===== src/hw/tfc_pkg.sv =====
package tfc_pkg;
	localparam int FIFO_DEPTH = 8;
	localparam int ENTRY_W    = 16;
	localparam int CNT_W      = 4;

	// Debug control register layout
	localparam int CTL_EN_BIT    = 7;
	localparam int CTL_ARM_BIT   = 6;
	localparam int CTL_TAG_BIT   = 5;
	localparam int CTL_BREAK_ENABLE_BIT = 4;
	localparam logic [7:0] CTL_RESET = 8'hC0;

	// Trigger control register layout
	// Select clear means force-type fetch triggering
	localparam int TRG_SEL_BIT    = 7;
	localparam int TRG_BEGIN_BIT  = 6;
	localparam int TRG_MODE_LSB   = 0;
	localparam int TRG_MODE_W     = 4;
	localparam logic [7:0] TRG_RESET = 8'h40;

	// Comparator A default match on the reset vector fetch
	localparam logic [7:0]  CMPA_EXT_RESET  = 8'h00;
	localparam logic [15:0] CMPA_ADDR_RESET = 16'hFFFE;

	localparam logic [15:0] BRANCH_SRC_OFS = 16'h0002;

	// Trigger mode encodings
	localparam logic [3:0] MODE_A_ONLY      = 4'h0;
	localparam logic [3:0] MODE_A_OR_B      = 4'h1;
	localparam logic [3:0] MODE_A_AND_B     = 4'h2;
	localparam logic [3:0] MODE_EVT_B       = 4'h3;
	localparam logic [3:0] MODE_A_THEN_EVTB = 4'h4;

	typedef struct packed {
		logic        cof_dest;
		logic        cof_branch;
		logic [15:0] addr;
		logic [7:0]  data;
		logic        irq_pending;
		logic        opcode_top;
	} tfc_core_t;

	typedef struct packed {
		logic [7:0] ctl;
		logic [7:0] trg;
	} tfc_cfg_t;
endpackage


===== src/hw/tfc_store.sv =====
// Eight-deep shift store; oldest entry is index 0
module tfc_store (
	input  wire logic                         sys_clk,
	input  wire logic                         rst,
	input  wire logic                         push,
	input  wire logic [tfc_pkg::ENTRY_W-1:0]  push_data,
	input  wire logic                         pop,
	input  wire logic                         clear,
	output logic      [tfc_pkg::ENTRY_W-1:0]  head,
	output logic                              full
);
	logic [tfc_pkg::ENTRY_W-1:0] mem_r [tfc_pkg::FIFO_DEPTH];
	logic [tfc_pkg::CNT_W-1:0]   fill_r;
	logic [2:0]                  wr_idx;

	assign head = mem_r[0];
	assign full = (fill_r == tfc_pkg::CNT_W'(tfc_pkg::FIFO_DEPTH));

	// Contents survive reset so a host can read out after an end run
	// A push with a pop lands one slot lower, behind the shift
	always_comb begin
		if (full) begin
			wr_idx = 3'(tfc_pkg::FIFO_DEPTH - 1);
		end else if (pop) begin
			wr_idx = fill_r[2:0] - 3'd1;
		end else begin
			wr_idx = fill_r[2:0];
		end
	end

	always_ff @(posedge sys_clk) begin
		if (pop || (push && full)) begin
			for (int i = 0; i < tfc_pkg::FIFO_DEPTH - 1; i++) begin
				mem_r[i] <= mem_r[i+1];
			end
		end
		if (push) begin
			mem_r[wr_idx] <= push_data;
		end
	end

	always_ff @(posedge sys_clk) begin
		if (rst || clear) begin
			fill_r <= '0;
		end else if (push && !full && !pop) begin
			fill_r <= fill_r + 1'b1;
		end else if (pop && !push && fill_r != '0) begin
			fill_r <= fill_r - 1'b1;
		end
	end
endmodule


===== src/hw/tfc_top.sv =====
module tfc_top (
	input  wire logic                          sys_clk,
	input  wire logic                          rst,
	input  wire tfc_pkg::tfc_core_t            core,
	input  wire logic                          trigger_hit,
	input  wire logic                          ctl_wr,
	input  wire logic [7:0]                    ctl_wdata,
	input  wire logic                          trg_wr,
	input  wire logic [7:0]                    trg_wdata,
	input  wire logic                          cmpa_wr,
	input  wire logic [23:0]                   cmpa_wdata,
	input  wire logic                          fifo_high_read,
	input  wire logic                          fifo_low_read,
	output tfc_pkg::tfc_cfg_t                  cfg,
	output logic                               armed_flag,
	output logic [7:0]                         comparator_a_ext,
	output logic [15:0]                        comparator_a_addr,
	output logic [tfc_pkg::CNT_W-1:0]          entry_count,
	output logic [7:0]                         fifo_high_data,
	output logic [7:0]                         fifo_low_data,
	output logic                               cpu_break,
	output logic                               reset_request
);
	typedef enum logic [2:0] {
		ST_IDLE  = 3'b001,
		ST_WAIT  = 3'b010,
		ST_STORE = 3'b100
	} tfc_state_t;

	function automatic logic is_event_mode(input logic [3:0] mode);
		is_event_mode = (mode == tfc_pkg::MODE_EVT_B) || (mode == tfc_pkg::MODE_A_THEN_EVTB);
	endfunction

	tfc_state_t                   state_r;
	tfc_state_t                   state_nxt;
	logic [7:0]                   ctl_r;
	logic [7:0]                   trg_r;
	logic                         armed_r;
	logic [15:0]                  prev_addr_r;
	logic [tfc_pkg::CNT_W-1:0]    count_r;
	logic [tfc_pkg::ENTRY_W-1:0]  head;
	logic                         full;
	logic                         push;
	logic [tfc_pkg::ENTRY_W-1:0]  push_data;
	logic                         pop;
	logic                         clear;
	logic                         break_r;
	logic                         end_run_kept;
	logic                         ev_mode;
	logic                         begin_run;
	logic                         trig;
	logic                         cof_any;
	logic [15:0]                  cof_addr;
	logic                         arm_start;
	logic                         done_begin;
	logic                         profile_push;
	logic                         default_rst;

	// Unknown setup at power-up falls to the default branch
	always_comb begin
		default_rst = 1'b0;
		if (rst) begin
			if (end_run_kept) begin
				default_rst = 1'b0;
			end else begin
				default_rst = 1'b1;
			end
		end
	end

	assign ev_mode   = is_event_mode(trg_r[tfc_pkg::TRG_MODE_LSB +: tfc_pkg::TRG_MODE_W]);
	// Event modes always count as begin runs
	assign begin_run = trg_r[tfc_pkg::TRG_BEGIN_BIT] || ev_mode;
	assign cof_any   = core.cof_dest || core.cof_branch;
	assign end_run_kept = ctl_r[tfc_pkg::CTL_EN_BIT] && !trg_r[tfc_pkg::TRG_BEGIN_BIT];

	// Opcode triggering loses the race to a pending interrupt
	assign trig = trigger_hit &&
		!(trg_r[tfc_pkg::TRG_SEL_BIT] && core.irq_pending && core.opcode_top);

	// Destination flow has priority over branch source
	always_comb begin
		if (core.cof_dest) begin
			cof_addr = core.addr;
		end else begin
			cof_addr = prev_addr_r - tfc_pkg::BRANCH_SRC_OFS;
		end
	end

	always_ff @(posedge sys_clk) begin
		prev_addr_r <= core.addr;
	end

	assign arm_start = ctl_wr && ctl_wdata[tfc_pkg::CTL_EN_BIT] && ctl_wdata[tfc_pkg::CTL_ARM_BIT]
		&& !(ctl_r[tfc_pkg::CTL_ARM_BIT] && armed_r);

	always_comb begin
		state_nxt = state_r;
		case (state_r)
			ST_IDLE: begin
				if (arm_start) begin
					state_nxt = trg_wr ? (trg_wdata[tfc_pkg::TRG_BEGIN_BIT] ? ST_WAIT : ST_STORE)
						: (begin_run ? ST_WAIT : ST_STORE);
				end
			end
			ST_WAIT: begin
				if (trig) begin
					state_nxt = ST_STORE;
				end
			end
			ST_STORE: begin
				if (!begin_run && trig) begin
					state_nxt = ST_IDLE;
				end
			end
			default: begin
				state_nxt = ST_IDLE;
			end
		endcase
		if (!armed_r && state_r != ST_IDLE) begin
			state_nxt = ST_IDLE;
		end
	end

	// Begin run stores the triggering flow too, including interrupt flow
	assign done_begin = begin_run && armed_r && push && (count_r == tfc_pkg::CNT_W'(tfc_pkg::FIFO_DEPTH - 1));

	always_comb begin
		push      = 1'b0;
		push_data = cof_addr;
		if (armed_r && ev_mode) begin
			push_data = {8'h00, core.data};
			push      = (state_r == ST_STORE || (state_r == ST_WAIT && trig)) && trigger_hit;
		end else if (armed_r && cof_any) begin
			case (state_r)
				ST_WAIT: begin
					push = trig;
				end
				ST_STORE: begin
					// Fetch end trigger skips the interrupt's flow; opcode end keeps it
					push = !(trig && !begin_run && core.irq_pending && !trg_r[tfc_pkg::TRG_SEL_BIT]);
				end
				default: begin
					push = 1'b0;
				end
			endcase
		end
		if (profile_push) begin
			push      = 1'b1;
			push_data = core.addr;
		end
		if (begin_run && count_r == tfc_pkg::CNT_W'(tfc_pkg::FIFO_DEPTH) && armed_r) begin
			push = 1'b0;
		end
	end

	// Profile sample lands in the store slot just freed by the read
	assign profile_push = fifo_low_read && !armed_r && !ctl_r[tfc_pkg::CTL_ARM_BIT];
	assign pop   = fifo_low_read && !armed_r;
	assign clear = arm_start;

	tfc_store u_store (
		.sys_clk   (sys_clk),
		.rst       (default_rst),
		.push      (push),
		.push_data (push_data),
		.pop       (pop),
		.clear     (clear),
		.head      (head),
		.full      (full)
	);

	always_ff @(posedge sys_clk) begin
		if (rst) begin
			if (end_run_kept) begin
				state_r <= ST_IDLE;
			end else begin
				state_r <= ST_WAIT;
			end
		end else begin
			state_r <= state_nxt;
		end
	end

	// Control register with its two reset behaviours
	always_ff @(posedge sys_clk) begin
		if (rst) begin
			if (end_run_kept) begin
				ctl_r[tfc_pkg::CTL_ARM_BIT]   <= 1'b0;
				ctl_r[tfc_pkg::CTL_BREAK_ENABLE_BIT] <= 1'b0;
			end else begin
				ctl_r <= tfc_pkg::CTL_RESET;
			end
		end else if (ctl_wr) begin
			ctl_r <= ctl_wdata;
		end else if ((state_r == ST_STORE && !begin_run && trig) || done_begin) begin
			ctl_r[tfc_pkg::CTL_ARM_BIT] <= 1'b0;
		end
	end

	always_ff @(posedge sys_clk) begin
		if (rst) begin
			if (end_run_kept) begin
				trg_r <= trg_r;
			end else begin
				trg_r <= tfc_pkg::TRG_RESET;
			end
		end else if (trg_wr) begin
			trg_r <= trg_wdata;
		end
	end

	always_ff @(posedge sys_clk) begin
		if (rst) begin
			if (end_run_kept) begin
				comparator_a_ext  <= comparator_a_ext;
			end else begin
				comparator_a_ext  <= tfc_pkg::CMPA_EXT_RESET;
				comparator_a_addr <= tfc_pkg::CMPA_ADDR_RESET;
			end
		end else if (cmpa_wr) begin
			comparator_a_ext  <= cmpa_wdata[23:16];
			comparator_a_addr <= cmpa_wdata[15:0];
		end
	end

	// Armed flag follows arm and enable; end run reset drops it, default reset sets it
	always_ff @(posedge sys_clk) begin
		if (rst) begin
			if (end_run_kept) begin
				armed_r <= 1'b0;
			end else begin
				armed_r <= 1'b1;
			end
		end else if (arm_start) begin
			armed_r <= 1'b1;
		end else if (!ctl_r[tfc_pkg::CTL_EN_BIT] || !ctl_r[tfc_pkg::CTL_ARM_BIT]) begin
			armed_r <= 1'b0;
		end else if ((state_r == ST_STORE && !begin_run && trig) || done_begin) begin
			armed_r <= 1'b0;
		end
	end

	// Count saturates and is not touched by readout
	always_ff @(posedge sys_clk) begin
		if (rst) begin
			if (end_run_kept) begin
				count_r <= count_r;
			end else begin
				count_r <= '0;
			end
		end else if (arm_start) begin
			count_r <= '0;
		end else if (armed_r && push && count_r != tfc_pkg::CNT_W'(tfc_pkg::FIFO_DEPTH)) begin
			count_r <= count_r + 1'b1;
		end
	end

	// Break on full in begin runs; cleared by reset or a control write, except one in the same cycle as the fill
	always_ff @(posedge sys_clk) begin
		if (rst) begin
			break_r <= 1'b0;
		end else if (done_begin && ctl_r[tfc_pkg::CTL_BREAK_ENABLE_BIT]) begin
			break_r <= 1'b1;
		end else if (ctl_wr) begin
			break_r <= 1'b0;
		end
	end

	always_ff @(posedge sys_clk) begin
		fifo_high_data <= ev_mode ? 8'h00 : head[15:8];
		fifo_low_data  <= head[7:0];
	end

	assign cfg.ctl       = ctl_r;
	assign cfg.trg       = trg_r;
	assign armed_flag    = armed_r;
	assign entry_count   = count_r;
	assign cpu_break     = break_r;
	assign reset_request = 1'b0;
endmodule


===== config.mk =====
export PLATFORM = sky130hd
export DESIGN_NAME = tfc_top
export DESIGN_NICKNAME = d
export VERILOG_FILES = /design/src/hw/tfc_pkg.sv /design/src/hw/tfc_store.sv /design/src/hw/tfc_top.sv
export SDC_FILE = /design/constraint.sdc
export NUM_CORES = 1
export LEC_CHECK = 0
export ABC_CLOCK_PERIOD_IN_PS = 5900
export BUFFER_PORTS_ARGS = -buffer_cell sky130_fd_sc_hd__buf_2
export CAP_MARGIN = 20
export CELL_PAD_IN_SITES_DETAIL_PLACEMENT = 0
export CELL_PAD_IN_SITES_GLOBAL_PLACEMENT = 1
export CORE_UTILIZATION = 40
export DETAILED_ROUTE_END_ITERATION = 6
export PLACE_DENSITY = 0.66
export SLEW_MARGIN = 10
export SYNTH_ARGS = -nofsm -noshare
export SYNTH_HDL_FRONTEND = slang
export SYNTH_SLANG_ARGS = --single-unit

===== constraint.sdc =====
create_clock -name sys_clk -period 5.9 [get_ports sys_clk]
set_clock_uncertainty 0.1 [all_clocks]
set_input_delay 0.59 -clock sys_clk [delete_from_list [all_inputs] [get_ports sys_clk]]
set_output_delay 0.59 -clock sys_clk [all_outputs]
set_load 0.02 [all_outputs]

# --- Yosys cells after proc, flatten, opt, wreduce, memory -nomap -nowiden ---
# Memories as Yosys holds them, arrays and structs flattened.
# Index checks and enable logic that the tools add are counted.
totals:
  memories: 1
  output_inout_bits: 63
  register_bits: 85
  mem_bits_rw: 128
op_classes:
  muxes: 53
  n_addsub: 5
  n_reduce_logical: 67
  n_eq_ne: 14
memory_table:
  columns: ["memory", "depth", "width", "read_ports", "rd_ports_with_merged_regs", "wr", "line", "text"]
  rows:
  - ["u_store.mem_r", 8, 16, 8, 0, 8, "tfc_store.sv:12", "logic [tfc_pkg::ENTRY_W-1:0] mem_r [tfc_pkg::FIFO_DEPTH];"]
ops:
  columns: ["cell", "n"]
  rows:
  - ["$mux 16", 6]
  - ["$mux 8", 7]
  - ["$logic_and 1x1->1", 33]
  - ["$mux 3", 10]
  - ["$mux 4", 6]
  - ["$mux 1", 20]
  - ["$sub 16x2->16 const B", 1]
  - ["$logic_not 1->1", 12]
  - ["$ne 4x4->1 const B", 3]
  - ["$reduce_bool 2->1", 5]
  - ["$pmux 3 s3", 1]
  - ["$add 4x1->4 const B", 2]
  - ["$eq 4x3->1 const B", 2]
  - ["$eq 4x4->1 const B", 2]
  - ["$logic_or 1x1->1", 8]
  - ["$reduce_and 2->1", 4]
  - ["$reduce_bool 4->1", 2]
  - ["$mux 6", 1]
  - ["$reduce_bool 3->1", 2]
  - ["$eq 4x2->1 const B", 1]
  - ["$ne 4x3->1 const B", 1]
  - ["$sub 4x1->4 const B", 1]
  - ["$eq 3x1->1 const B", 1]
  - ["$eq 3x2->1 const B", 1]
  - ["7 further kinds", 7]

# --- Longest topological paths before layout ---
# Gate-level depths: netlist of the first run.
depth:
  word_depth: 20
  mapped_depth: 13
  mapped_depth_nobuf: 13

# --- Hierarchy ---
# A second synthesis of the first run with hierarchy kept.
unflattened:
  cells_unflattened: 630
  hier_area_um2: 9419.0
by_module_without_submodules:
  columns: ["mod", "area_per_inst_um2", "instances", "cells_per_inst", "seq_area_each_um2"]
  rows:
  - ["tfc_store", 5875.6, 1, 325, 3923.8]
  - ["tfc_top", 3543.4, 1, 305, 2092.0]

# --- Least setup slack after synthesis of the first run ---
# No wires, ideal clock.
synth_timing:
  path_kind: "reg2reg"
  from: "register trg_r[1]"
  to: "register u_store.fill_r[3] in the netlist's numbering"
  path_slack_ns: 2.589
  required_ns: 5.681
  setup_ns: 0.119
  period_less_slack_ns: 3.311
  path_buffers: 1
  t_arrival_ns: 3.092
  stages_incl_launch_ff: 14
  cell_sequence: "edfxtp_1 > nor4bb_4 > nor3_2 > a41o_1 > a21oi_2 > clkbuf_1 > nand2_1 > ha_1 > a21o_1 > a21oi_1 > nand2_1 > and3_1 > o21ai_0 > nand2_1"
synth_via:
  elab_chain_len: 17
  word_cells_on_any_way: 24
  classes_between: "2 x eq/ne; 6 x mux; 16 x reduce/logical"
synth_rtl:
  columns: ["element", "line", "text"]
  rows:
  - ["start, declared", "tfc_top.sv:37", "logic [7:0] trg_r;"]
  - ["start signal, assigned", "tfc_top.sv:204", "trg_r <= trg_r;"]
  - ["start signal, assigned", "tfc_top.sv:206", "trg_r <= tfc_pkg::TRG_RESET;"]
  - ["start signal, assigned", "tfc_top.sv:209", "trg_r <= trg_wdata;"]
  - ["$eq 4x2->1 or $eq 4x3->1 (tied branches)", "tfc_top.sv:31", "is_event_mode = (mode == tfc_pkg::MODE_EVT_B) || (mode == tfc_pkg::MODE_A_THEN_EVTB);"]
  - ["$logic_or 1x1->1 *", "tfc_top.sv:31", null]
  - ["$logic_or 1x1->1", "tfc_top.sv:73", "assign begin_run = trg_r[tfc_pkg::TRG_BEGIN_BIT] || ev_mode;"]
  - ["$logic_not 1->1", "tfc_top.sv:141", "push = !(trig && !begin_run && core.irq_pending && !trg_r[tfc_pkg::TRG_SEL_BIT]);"]
  - ["$logic_and 1x1->1 (3 in a row)", "tfc_top.sv:141", null]
  - ["$logic_not 1->1", "tfc_top.sv:141", null]
  - ["$pmux 1 s2", "tfc_top.sv:135", "case (state_r)"]
  - ["$mux 1", "tfc_top.sv:134", "end else if (armed_r && cof_any) begin"]
  - ["$mux 1", "tfc_top.sv:131", "if (armed_r && ev_mode) begin"]
  - ["$mux 1", "tfc_top.sv:148", "if (profile_push) begin"]
  - ["$mux 1 *", "tfc_top.sv:152", "if (begin_run && count_r == tfc_pkg::CNT_W'(tfc_pkg::FIFO_DEPTH) && armed_r) begin"]
  - ["$logic_not 1->1", "tfc_store.sv:47", "end else if (pop && !push && fill_r != '0) begin"]
  - ["$logic_and 1x1->1 (2 in a row)", "tfc_store.sv:47", null]
  - ["$reduce_bool 2->1 (no line)", null, null]
  - ["end signal, assigned", "tfc_store.sv:46", "fill_r <= fill_r + 1'b1;"]
  - ["end signal, assigned", "tfc_store.sv:48", "fill_r <= fill_r - 1'b1;"]
  - ["end, declared", "tfc_store.sv:13", "logic [tfc_pkg::CNT_W-1:0] fill_r;"]
# Every way passes the cells marked *; elsewhere a longest branch is shown, timed or not.
# A chain may end at the register's enable or synchronous reset.

==> impl_metrics.env, run 1 <==
export IMPL_wl_mm=17.5
export IMPL_max_freq_mhz=266
export IMPL_first_global_vias=5851
export IMPL_via_count=5508
export IMPL_synthTopCellsByCount="edfxtp_1 (175), mux2_2 (105), dfxtp_1 (38)"
export IMPL_ios=139
export IMPL_hp_start="core[16]"
export IMPL_syn_cell_area_um2=9240
export IMPL_route_detailed_drc=0
export IMPL_crit_buf_inv=0
export IMPL_peakVddDrop_v=0.000207
export IMPL_fin_crit_sh_pct=63.6
export IMPL_clock_sinks=213
export IMPL_vias_per_cell=5.10
export IMPL_synth_top_area_share_pct=56.8
export IMPL_synthFlopType="edfxtp_1"
export IMPL_yosysMostFrequentCell="edfxtp_1"
export IMPL_yosysUniqueCellTypes=58
export IMPL_min_path_type="primary input to flop"
export IMPL_register_area_um2=6020
export IMPL_hold_depth=1
export IMPL_drive_gt1_share_pct=39.2
export IMPL_synthesis_nets=716
export IMPL_path_cells="nor3b_1 -> a31oi_1 -> a21oi_2 -> and3_1 -> nand2b_1"
export IMPL_synth_cells=633
export IMPL_yosysTopAreaCell="edfxtp_1"
export IMPL_start_util_pct=40.8
export IMPL_max_slew_margin_rel_pct=33.9
export IMPL_syn2layout_area_growth_pct=18.6
export IMPL_worstSetupPathType="flop to flop"
export IMPL_utilization_pct=48.4
export IMPL_design_area_um2=11000
export IMPL_rsz0062_at_grt="false"
export IMPL_crit_fanout=17
export IMPL_die_h_um=154
export IMPL_initialDrtViolationCount=432
export IMPL_antenna_found_initial=0
export IMPL_status="finished, final reports clean"
export IMPL_required_ns=5.93
export IMPL_cts_hold_fix_buffers=0
export IMPL_cpLargestDelayFamily="simple AND/OR/NAND/NOR gates"
export IMPL_start_kind="flop"
export IMPL_critical_path_slowest_cell="nor3b_1"
export IMPL_synth_edf_count=175
export IMPL_dr_pass1_iters=5
export IMPL_fin_crit_ns=3.75
export IMPL_multi_input_area_um2=3060
export IMPL_r2r_end="u_store.mem_r[1][3]"
export IMPL_fillerInstances=1959
export IMPL_clockBufferDepth=3
export IMPL_ys_ff_latch=213
export IMPL_n_antenna_cell=0
export IMPL_hold_viol=0
export IMPL_die_w_um=154
export IMPL_critPathCaptureType="flop"
export IMPL_clock_root_buffer="clkbuf_16"
export IMPL_worst_pin_slew_ns=0.992
export IMPL_async_reset_ff_share_pct=0
export IMPL_cts_tree="yes"
export IMPL_place_hpwl_mm=13.1
export IMPL_leakagePower_uw=0.00408
export IMPL_die_area_um2=23700
export IMPL_p_per_area_nw_per_um2=373
export IMPL_grt_max_degree=48
export IMPL_reg2regPathDepth=5
export IMPL_reg2reg_from="armed_flag"
export IMPL_r2r_slack_ns=2.15
export IMPL_yosys_warnings=0
export IMPL_grt_usage_pct=15.3
export IMPL_cpPeakStageDelay_ns=0.73
export IMPL_gr_total_overflow=0
export IMPL_cts_repair_resize_count=0
export IMPL_num_nets_final=859
export IMPL_cap_violations=0
export IMPL_clk_pin_slew_worst_paths_ns=0.06
export IMPL_cts_made_buffers=24
export IMPL_core_area_um2=22600
export IMPL_rows=55
export IMPL_place_area_um2=10200
export IMPL_ys_top_cells_by_area="edfxtp_1 (57%), mux2_2 (13%), dfxtp_1 (8.2%)"
export IMPL_yosysSeqAreaShare_pct=65.1
export IMPL_insertion_delay_ns=0.52
export IMPL_worstPathArrival_ns=3.78
export IMPL_avgRoutedWirePerCell_um=16.3
export IMPL_postCtsSetupBuffers=0
export IMPL_ant_nets=0
export IMPL_holdPathEnd="prev_addr_r[6]"
export IMPL_finalMaxSlewViolations=0
export IMPL_tns_ns=0
export IMPL_numPortBuffers=136
export IMPL_final_setup_viol_count=0
export IMPL_gp_congestion=0.779
export IMPL_grt_pass1_wl_mm=29.3
export IMPL_syn_mean_instance_area_um2=14.6
export IMPL_ctsHtreeMaxLevel=1
[report_power, final]
| group | internal, uW | switching, uW |
|---|---|---|
| logic | 283 | 425 |
| registers | 1840 | 82.0 |
| clock network | 888 | 571 |
[flip-flops by register name, indices dropped and copies added, names as in the netlist]
name               flops
armed_flag             1
comparator_a_addr     16
comparator_a_ext       8
cpu_break              1
ctl_r                  8
entry_count            4
fifo_high_data         8
fifo_low_data          8
prev_addr_r           16
state_r                3
trg_r                  8
u_store.fill_r         4
u_store.mem_r        128
[worst max path at each step]
stage	from	endpoint	slack [ns]	cells after the start
4_1_cts	armed_flag	u_store.mem_r[1][3]	2.11	5
3_5_place_dp	fifo_low_read	u_store.mem_r[1][13]	2.05	6
2_1_floorplan	trg_r[1]	u_store.fill_r[3]	2.59	13
6_report	armed_flag	u_store.mem_r[1][3]	2.15	5
3_3_place_gp	fifo_low_read	u_store.mem_r[1][11]	2.14	6
5_1_grt	armed_flag	u_store.mem_r[1][1]	1.88	5
[area by class of cell]
cell class | count | share of cell area (%)
inverter | 15 | 0.513
tap | 285 | 3.25
clock buffer | 29 | 5.74
clock inverter | 15 | 1.39
sequential | 213 | 54.9
multi-input combinational | 384 | 27.9
timing repair buffer | 138 | 6.34
[routing by layer]
layer  wire [um]  track usage, %  vias to the layer above  share of wire [%]
met5           0               0                        -                  0
met4         453            4.86                        0                2.6
met3        1430            4.85                       34                8.2
met2        8130            25.5                      192                 46
met1        7530            18.8                     2616                 43
li1            -               -                     2666                  -
[stage by stage]
step                      instances  hold WS (ns)  setup slack, ns  total power, uW
after floorplan                 633         0.223             2.59             2460
after global placement         1034         0.224             2.14             2630
after CTS                      1079        0.0577             2.11             4130
after global routing           1079        0.0615             1.88             4290
final                          1079        0.0839             2.15             4090
after detailed placement       1035         0.227             2.05             2660
[layout by cell type (no fill, tap or decap), types with 4 or more instances in the layout]
master,synthesis,final
clkbuf_16,0,24
nor4b_1,4,4
o21ai_1,4,4
a211oi_1,4,4
or4_1,4,4
nor3b_1,5,5
and3_1,6,6
inv_1,15,15
a21oi_1,11,11
and2_1,16,16
a221o_1,8,8
nand2b_1,9,9
mux2_1,7,7
dfxtp_1,38,38
xnor2_1,11,11
or2_2,19,19
nand3_1,7,7
nand2_1,34,34
edfxtp_1,175,175
nor3_1,9,8
buf_2,4,136
nand3b_1,6,6
o21ai_0,15,15
clkinv_2,0,4
ha_1,6,6
mux2_2,105,105
clkinv_1,0,7
nor2_1,24,24
xor2_1,4,4
clkbuf_1,11,4
nor2b_1,19,19
[kinds of logic after synthesis]
group	synth area share, %
AO/OA/AOI/OAI	5.20
buffers and inverters	1.88
XOR/XNOR	1.42
flip-flops	65.1
adder cells (fa/ha/maj)	1.03
other	0.0406
AND/OR/NAND/NOR	11.5
multiplexers	13.9
No activity file was read; power rests on OpenSTA's default activity.
==> inputs of run 2 (changes only) <==
--- a/config.mk
+++ b/config.mk
@@ -5,14 +5,15 @@
 export SDC_FILE = /design/constraint.sdc
 export NUM_CORES = 1
 export LEC_CHECK = 0
-export ABC_CLOCK_PERIOD_IN_PS = 5900
+export ABC_AREA = 1
+export ABC_CLOCK_PERIOD_IN_PS = 3700
 export BUFFER_PORTS_ARGS = -buffer_cell sky130_fd_sc_hd__buf_2
 export CAP_MARGIN = 20
 export CELL_PAD_IN_SITES_DETAIL_PLACEMENT = 0
 export CELL_PAD_IN_SITES_GLOBAL_PLACEMENT = 1
 export CORE_UTILIZATION = 40
 export DETAILED_ROUTE_END_ITERATION = 6
-export PLACE_DENSITY = 0.66
+export PLACE_DENSITY = 0.7
 export SLEW_MARGIN = 10
 export SYNTH_ARGS = -nofsm -noshare
 export SYNTH_HDL_FRONTEND = slang
==> constraint.sdc (replaced) <==
create_clock -name sys_clk -period 3.7 [get_ports sys_clk]
set_clock_uncertainty 0.1 [all_clocks]
set_input_delay 0.37 -clock sys_clk [delete_from_list [all_inputs] [get_ports sys_clk]]
set_output_delay 0.37 -clock sys_clk [all_outputs]
set_load 0.02 [all_outputs]
==> run 2 against run 1 <==
Against the previous run: core utilization is 1.6 points higher; die area up 1.7%; clock power up 62%; largest cell class unchanged; first-iteration DRC count down 40%; cell count increased by 34%; critical path depth up 10; worst hold slack worse by 0.065 ns; critical endpoint is now u_store.mem_r[4][14].
==> impl_metrics.env, run 2 <==
export IMPL_leakagePower_uw=0.00505
export IMPL_fin_crit_ns=3.06
export IMPL_place_hpwl_mm=13.9
export IMPL_mostFrequentLayoutCell="nand2_1"
export IMPL_yosysTopAreaCell="edfxtp_1"
export IMPL_fin_crit_sh_pct=82.7
export IMPL_synthFlopType="edfxtp_1"
export IMPL_ant_nets=0
export IMPL_p_total_uw=6990
export IMPL_insertion_delay_ns=0.51
export IMPL_layoutNonFillerInstCount=1448
export IMPL_worstPathArrival_ns=3.10
export IMPL_syn_cell_area_um2=9400
export IMPL_avgRoutedWirePerCell_um=13.1
export IMPL_ios=139
export IMPL_cap_violations=0
export IMPL_yosysSeqAreaShare_pct=64.0
export IMPL_tns_ns=0
export IMPL_min_path_type="primary input to flop"
export IMPL_grt_pass1_wl_mm=31.0
export IMPL_final_setup_viol_count=0
export IMPL_multi_input_area_um2=2850
export IMPL_hold_viol=0
export IMPL_die_w_um=155
export IMPL_via_count=6297
export IMPL_drive_gt1_share_pct=22.6
export IMPL_utilization_pct=50.1
export IMPL_yosysUniqueCellTypes=46
export IMPL_top_register="u_store.mem_r"
export IMPL_rsz0062_at_grt="false"
export IMPL_clockBufferDepth=3
export IMPL_rows=55
export IMPL_wl_mm=19.0
export IMPL_clk_pin_slew_worst_paths_ns=0.06
export IMPL_die_h_um=155
export IMPL_cts_repair_resize_count=0
export IMPL_cts_tree="yes"
export IMPL_hold_depth=3
export IMPL_start_kind="flop"
export IMPL_synth_top_area_share_pct=55.9
export IMPL_yosys_warnings=0
export IMPL_vias_per_cell=4.35
export IMPL_ys_top_cells_by_area="edfxtp_1 (56%), nand2_1 (15%), dfxtp_1 (8.1%)"
export IMPL_synthTopCellsByCount="nand2_1 (376), edfxtp_1 (175), nor2_1 (80)"
export IMPL_p_per_area_nw_per_um2=612
export IMPL_num_nets_final=1200
export IMPL_required_ns=3.74
export IMPL_n_antenna_cell=0
export IMPL_clock_sinks=213
export IMPL_ctsHtreeMaxLevel=1
export IMPL_clock_root_buffer="clkbuf_16"
export IMPL_synth_cells=948
export IMPL_cts_made_buffers=24
export IMPL_start_util_pct=41.2
export IMPL_grt_usage_pct=16.2
export IMPL_largest_reg_flops=128
export IMPL_gr_total_overflow=0
export IMPL_grt_max_degree=45
export IMPL_peakVddDrop_v=0.000278
export IMPL_first_global_vias=5931
export IMPL_layout_common_cells="nand2_1 (376), edfxtp_1 (175), buf_2 (136)"
export IMPL_critPathCaptureType="flop"
export IMPL_initialDrtViolationCount=261
export IMPL_ys_ff_latch=213
export IMPL_numPortBuffers=136
export IMPL_worstSetupPathType="flop to flop"
export IMPL_gp_congestion=0.796
export IMPL_register_area_um2=6020
export IMPL_finalMaxSlewViolations=0
export IMPL_syn2layout_area_growth_pct=21.6
export IMPL_fillerInstances=2177
export IMPL_async_reset_ff_share_pct=0
export IMPL_route_detailed_drc=0
export IMPL_synth_edf_count=175
export IMPL_syn_mean_instance_area_um2=9.92
export IMPL_max_freq_mhz=327
export IMPL_synthesis_nets=1031
export IMPL_yosysMostFrequentCell="nand2_1"
export IMPL_max_slew_margin_rel_pct=46.9
export IMPL_dr_pass1_iters=4
export IMPL_largestRegisters="u_store.mem_r (128), comparator_a_addr (16), prev_addr_r (16)"
export IMPL_crit_fanout=20
export IMPL_worst_pin_slew_ns=0.791
export IMPL_core_area_um2=22800
export IMPL_reg2regPathDepth=15
export IMPL_placed_cells=1379
export IMPL_status="finished, final reports clean"
export IMPL_antenna_found_initial=0
export IMPL_die_area_um2=24100
[run 2: report_power, final]
part	switching, uW	internal [uW]	leakage, uW
clock	920	1450	0.000404
combinational	942	431	0.00267
sequential	119	3130	0.00197
total	1980	5010	0.00505
[run 2: timing repair]
item,4_1_cts,5_1_grt
endpoints found under the hold margin,24,1
buffers inserted,0,0
hold buffers,24,1
[run 2: logic make-up (layout without fill, tap and decap cells)]
family | Yosys count | after routing | synth area share (%)
buffers and inverters | 118 | 305 | 5.73
adders and majority gates | 7 | 7 | 1.01
DFF | 213 | 213 | 64.0
xor gates and xnor gates | 6 | 6 | 0.559
other | 1 | 1 | 0.0399
and+or+nand+nor | 521 | 521 | 23.1
AOI/OAI and AO/OA | 82 | 82 | 5.60
[run 2: worst max-delay path: stages, from the launching register on]
cell      delay [ns]
edfxtp_1        0.41
nor2_1          0.11
nand2_1         0.13
nand2_4         0.19
nand2_4         0.09
nand2_1         0.09
nand2_1         0.06
nand3_2         0.09
nand2_2         0.06
nand2_4         0.09
nand2_4         0.07
inv_4           0.08
nand2_4         0.09
nor2_4          0.29
inv_2           0.22
nand2_1         0.50
[run 2: path summary, 6_finish.rpt]
kind                                           from                    to  slack, ns
worst max register to register             trg_r[3]  u_store.mem_r[4][14]       0.64
worst min-delay path                   trg_wdata[6]              trg_r[6]       0.02
worst min register to register  u_store.mem_r[0][5]      fifo_low_data[5]       0.24
worst max-delay path                       trg_r[3]  u_store.mem_r[4][14]       0.64
[run 2: cell type report]
type	count	share of cell area, %
clock buffers	37	6.49
clock inverters	7	0.624
inverters	85	2.81
multi-input cells	617	24.9
flip-flops and latches	213	52.6
well taps	313	3.42
repair buffers	176	9.12
[run 2: routing by layer]
metal,global-route usage [%],share of wire (%),vias up
met5,0,0,-
met4,4.15,1.9,0
met3,2.62,3.9,26
met2,27.4,47,100
met1,21.7,47,2753
li1,-,-,3418
[run 2: per-stage QoR]
stage	hold slack [ns]	area (um^2)	worst slack, ns
6_report	0.0194	11400	0.640
3_3_place_gp	0.227	10400	0.654
5_1_grt	0.00191	11400	0.221
3_5_place_dp	0.227	10400	0.611
4_1_cts	0.00116	11400	0.595
2_1_floorplan	0.223	9400	1.03
==> inputs of run 3 (changes only) <==
--- a/config.mk
+++ b/config.mk
@@ -6,14 +6,14 @@
 export NUM_CORES = 1
 export LEC_CHECK = 0
 export ABC_AREA = 1
-export ABC_CLOCK_PERIOD_IN_PS = 3700
+export ABC_CLOCK_PERIOD_IN_PS = 2670
 export BUFFER_PORTS_ARGS = -buffer_cell sky130_fd_sc_hd__buf_2
 export CAP_MARGIN = 20
 export CELL_PAD_IN_SITES_DETAIL_PLACEMENT = 0
 export CELL_PAD_IN_SITES_GLOBAL_PLACEMENT = 1
 export CORE_UTILIZATION = 40
 export DETAILED_ROUTE_END_ITERATION = 6
-export PLACE_DENSITY = 0.7
+export PLACE_DENSITY = 0.73
 export SLEW_MARGIN = 10
 export SYNTH_ARGS = -nofsm -noshare
 export SYNTH_HDL_FRONTEND = slang
==> constraint.sdc (replaced) <==
create_clock -name sys_clk -period 2.67 [get_ports sys_clk]
set_clock_uncertainty 0.1 [all_clocks]
set_input_delay 0.267 -clock sys_clk [delete_from_list [all_inputs] [get_ports sys_clk]]
set_output_delay 0.267 -clock sys_clk [all_outputs]
set_load 0.02 [all_outputs]
==> run 3 against run 2 <==
Against the previous run: routed wire length rose by 3.8%; register-to-register slack got worse by 0.44 ns; sequential share of layout area fell by 2.5 points; sequential power rose by 38%; cell count rose by 4.8%; via count rose by 5.9%; maximum frequency rose by 24%; largest cell class unchanged; largest power group unchanged.
==> impl_metrics.env, run 3 (synthesized netlist as in run 2, its figures left out) <==
export IMPL_status="finished, final reports clean"
export IMPL_place_hpwl_mm=14.3
export IMPL_start_kind="flop"
export IMPL_finalMaxSlewViolations=0
export IMPL_hp_start="ctl_wr"
export IMPL_ant_nets=0
export IMPL_r2r_slack_ns=0.20
export IMPL_die_w_um=155
export IMPL_ios=139
export IMPL_first_global_vias=6411
export IMPL_clockBufferDepth=3
export IMPL_antenna_found_initial=2
export IMPL_holdWs_ns=0.0695
export IMPL_max_slew_margin_rel_pct=54.4
export IMPL_grt_pass1_wl_mm=32.2
export IMPL_tns_ns=0
export IMPL_via_count=6671
export IMPL_cts_tree="yes"
export IMPL_critPathCaptureType="flop"
export IMPL_hold_viol=0
export IMPL_clock_root_buffer="clkbuf_16"
export IMPL_min_path_type="primary input to flop"
export IMPL_cpPeakStageDelay_ns=0.42
export IMPL_required_ns=2.81
export IMPL_rows=55
export IMPL_multi_input_area_um2=2910
export IMPL_cts_made_buffers=24
export IMPL_cp_endpoint="u_store.mem_r[6][8]"
export IMPL_top_register="u_store.mem_r"
export IMPL_insertion_delay_ns=0.52
export IMPL_peakVddDrop_v=0.000402
export IMPL_largestRegisters="u_store.mem_r (128), comparator_a_addr (16), prev_addr_r (16)"
export IMPL_reg2reg_from="trg_r[3]"
export IMPL_cpLargestDelayFamily="simple AND/OR/NAND/NOR gates"
export IMPL_avgRoutedWirePerCell_um=13.0
export IMPL_worst_pin_slew_ns=0.681
export IMPL_clock_sinks=213
export IMPL_fin_crit_ns=2.47
export IMPL_path_cells="nor2_2 -> nand2_2 -> nand2_4 -> nand2_4 -> nand2_1 -> nand2_1 -> nand3_2 -> nand2_2 -> nand2_4 -> nand2_4 -> inv_4 -> nand2_4 -> nor2_4 -> inv_2 -> buf_4 -> nand2_1 -> o21ai_2"
export IMPL_max_freq_mhz=406
export IMPL_grt_usage_pct=16.8
export IMPL_crit_buf_inv=3
export IMPL_clk_pin_slew_worst_paths_ns=0.06
export IMPL_dr_pass1_iters=6
export IMPL_path_depth=17
export IMPL_die_area_um2=24100
export IMPL_gr_total_overflow=0
export IMPL_syn2layout_area_growth_pct=27.6
export IMPL_register_area_um2=6020
export IMPL_final_setup_viol_count=0
export IMPL_r2r_end="u_store.mem_r[6][8]"
export IMPL_worstSetupPathType="flop to flop"
export IMPL_core_area_um2=22800
export IMPL_wl_mm=19.7
export IMPL_layoutNonFillerInstCount=1517
export IMPL_initialDrtViolationCount=336
export IMPL_grt_max_degree=28
export IMPL_ctsHtreeMaxLevel=1
export IMPL_vias_per_cell=4.40
export IMPL_cap_violations=0
export IMPL_hold_depth=3
export IMPL_gp_congestion=0.785
export IMPL_num_nets_final=1267
export IMPL_leakagePower_uw=0.00531
export IMPL_cp_common_cell="nand2_4"
export IMPL_mostFrequentLayoutCell="nand2_1"
export IMPL_utilization_pct=52.5
export IMPL_layout_common_cells="nand2_1 (374), edfxtp_1 (175), buf_2 (136)"
export IMPL_route_detailed_drc=0
export IMPL_drive_gt1_share_pct=24.5
export IMPL_die_h_um=155
export IMPL_start_util_pct=41.2
export IMPL_placed_cells=1407
export IMPL_reg2regPathDepth=17
export IMPL_crit_fanout=14
export IMPL_rsz0062_at_grt="false"
export IMPL_critical_path_startpoint="trg_r[3]"
export IMPL_fin_crit_sh_pct=92.3
export IMPL_numPortBuffers=136
export IMPL_largest_reg_flops=128
export IMPL_critical_path_slowest_cell="edfxtp_1"
export IMPL_worstPathArrival_ns=2.61
export IMPL_fillerInstances=2077
export IMPL_p_per_area_nw_per_um2=807
run 3: cell types whose count changed in the layout (fill, tap and decap cells not counted), moves of 2 or more:
cell / before / now
buf_4: 15 / 49
clkbuf_1: 6 / 13
clkbuf_16: 26 / 24
clkinv_2: 5 / 2
diode_2: 0 / 2
dlygate4sd3_1: 25 / 57
nand2_1: 376 / 374
nand2_2: 3 / 5
nand3_1: 16 / 14
nor2_1: 79 / 77
nor2_2: 4 / 6
run 3: power by group:
group | leakage (uW) | internal [uW] | switching, uW | total (uW)
clock network | 0.000355 | 1780 | 1260 | 3040
logic | 0.00299 | 773 | 1380 | 2150
registers | 0.00197 | 4330 | 159 | 4490
run 3: cell type report:
class / instances / area share (%)
Sequential cell: 213 / 50.1
Clock buffer: 41 / 5.87
Timing Repair Buffer: 243 / 13.6
Clock inverter: 3 / 0.219
Tap cell: 313 / 3.26
Antenna cell: 2 / 0.0417
Inverter: 85 / 2.68
Multi-Input combinational cell: 617 / 24.2
run 3: worst min path at each step:
stage	endpoint	slack, ns
floorplan	prev_addr_r[0]	0.19
global placement	fifo_low_data[5]	0.22
detailed placement	fifo_low_data[1]	0.23
CTS	ctl_r[1]	0.05
global route	ctl_r[1]	0.09
finish	ctl_r[3]	0.07
run 3: routing by layer:
layer	global-route usage [%]	wire, um
met1	21.8	9190
met2	28.5	9210
met3	2.70	821
met4	5.56	470
met5	0	0
run 3: worst register-to-register path, stage by stage (launching register included):
cell,delay [ns]
edfxtp_1,0.42
nor2_2,0.14
nand2_2,0.10
nand2_4,0.09
nand2_4,0.07
nand2_1,0.06
nand2_1,0.06
nand3_2,0.09
nand2_2,0.06
nand2_4,0.10
nand2_4,0.08
inv_4,0.09
nand2_4,0.10
nor2_4,0.21
inv_2,0.11
buf_4,0.19
nand2_1,0.08
o21ai_2,0.05
run 3: repair_timing:
action,in CTS,in global routing
gates resized for setup,0,11
hold buffers,57,0
endpoints found under the setup margin,0,167
endpoints found under the hold margin,56,0
buffers inserted,0,7
run 3: per-stage QoR:
step	setup WS [ns]	power (uW)	cell area, um^2
global route	0.0176	10200	12000
finish	0.205	9680	12000
CTS	0.000648	9740	11900
global placement	0.0115	6580	10600
detailed placement	0.000811	6610	10600
floorplan	0.00256	5970	9410
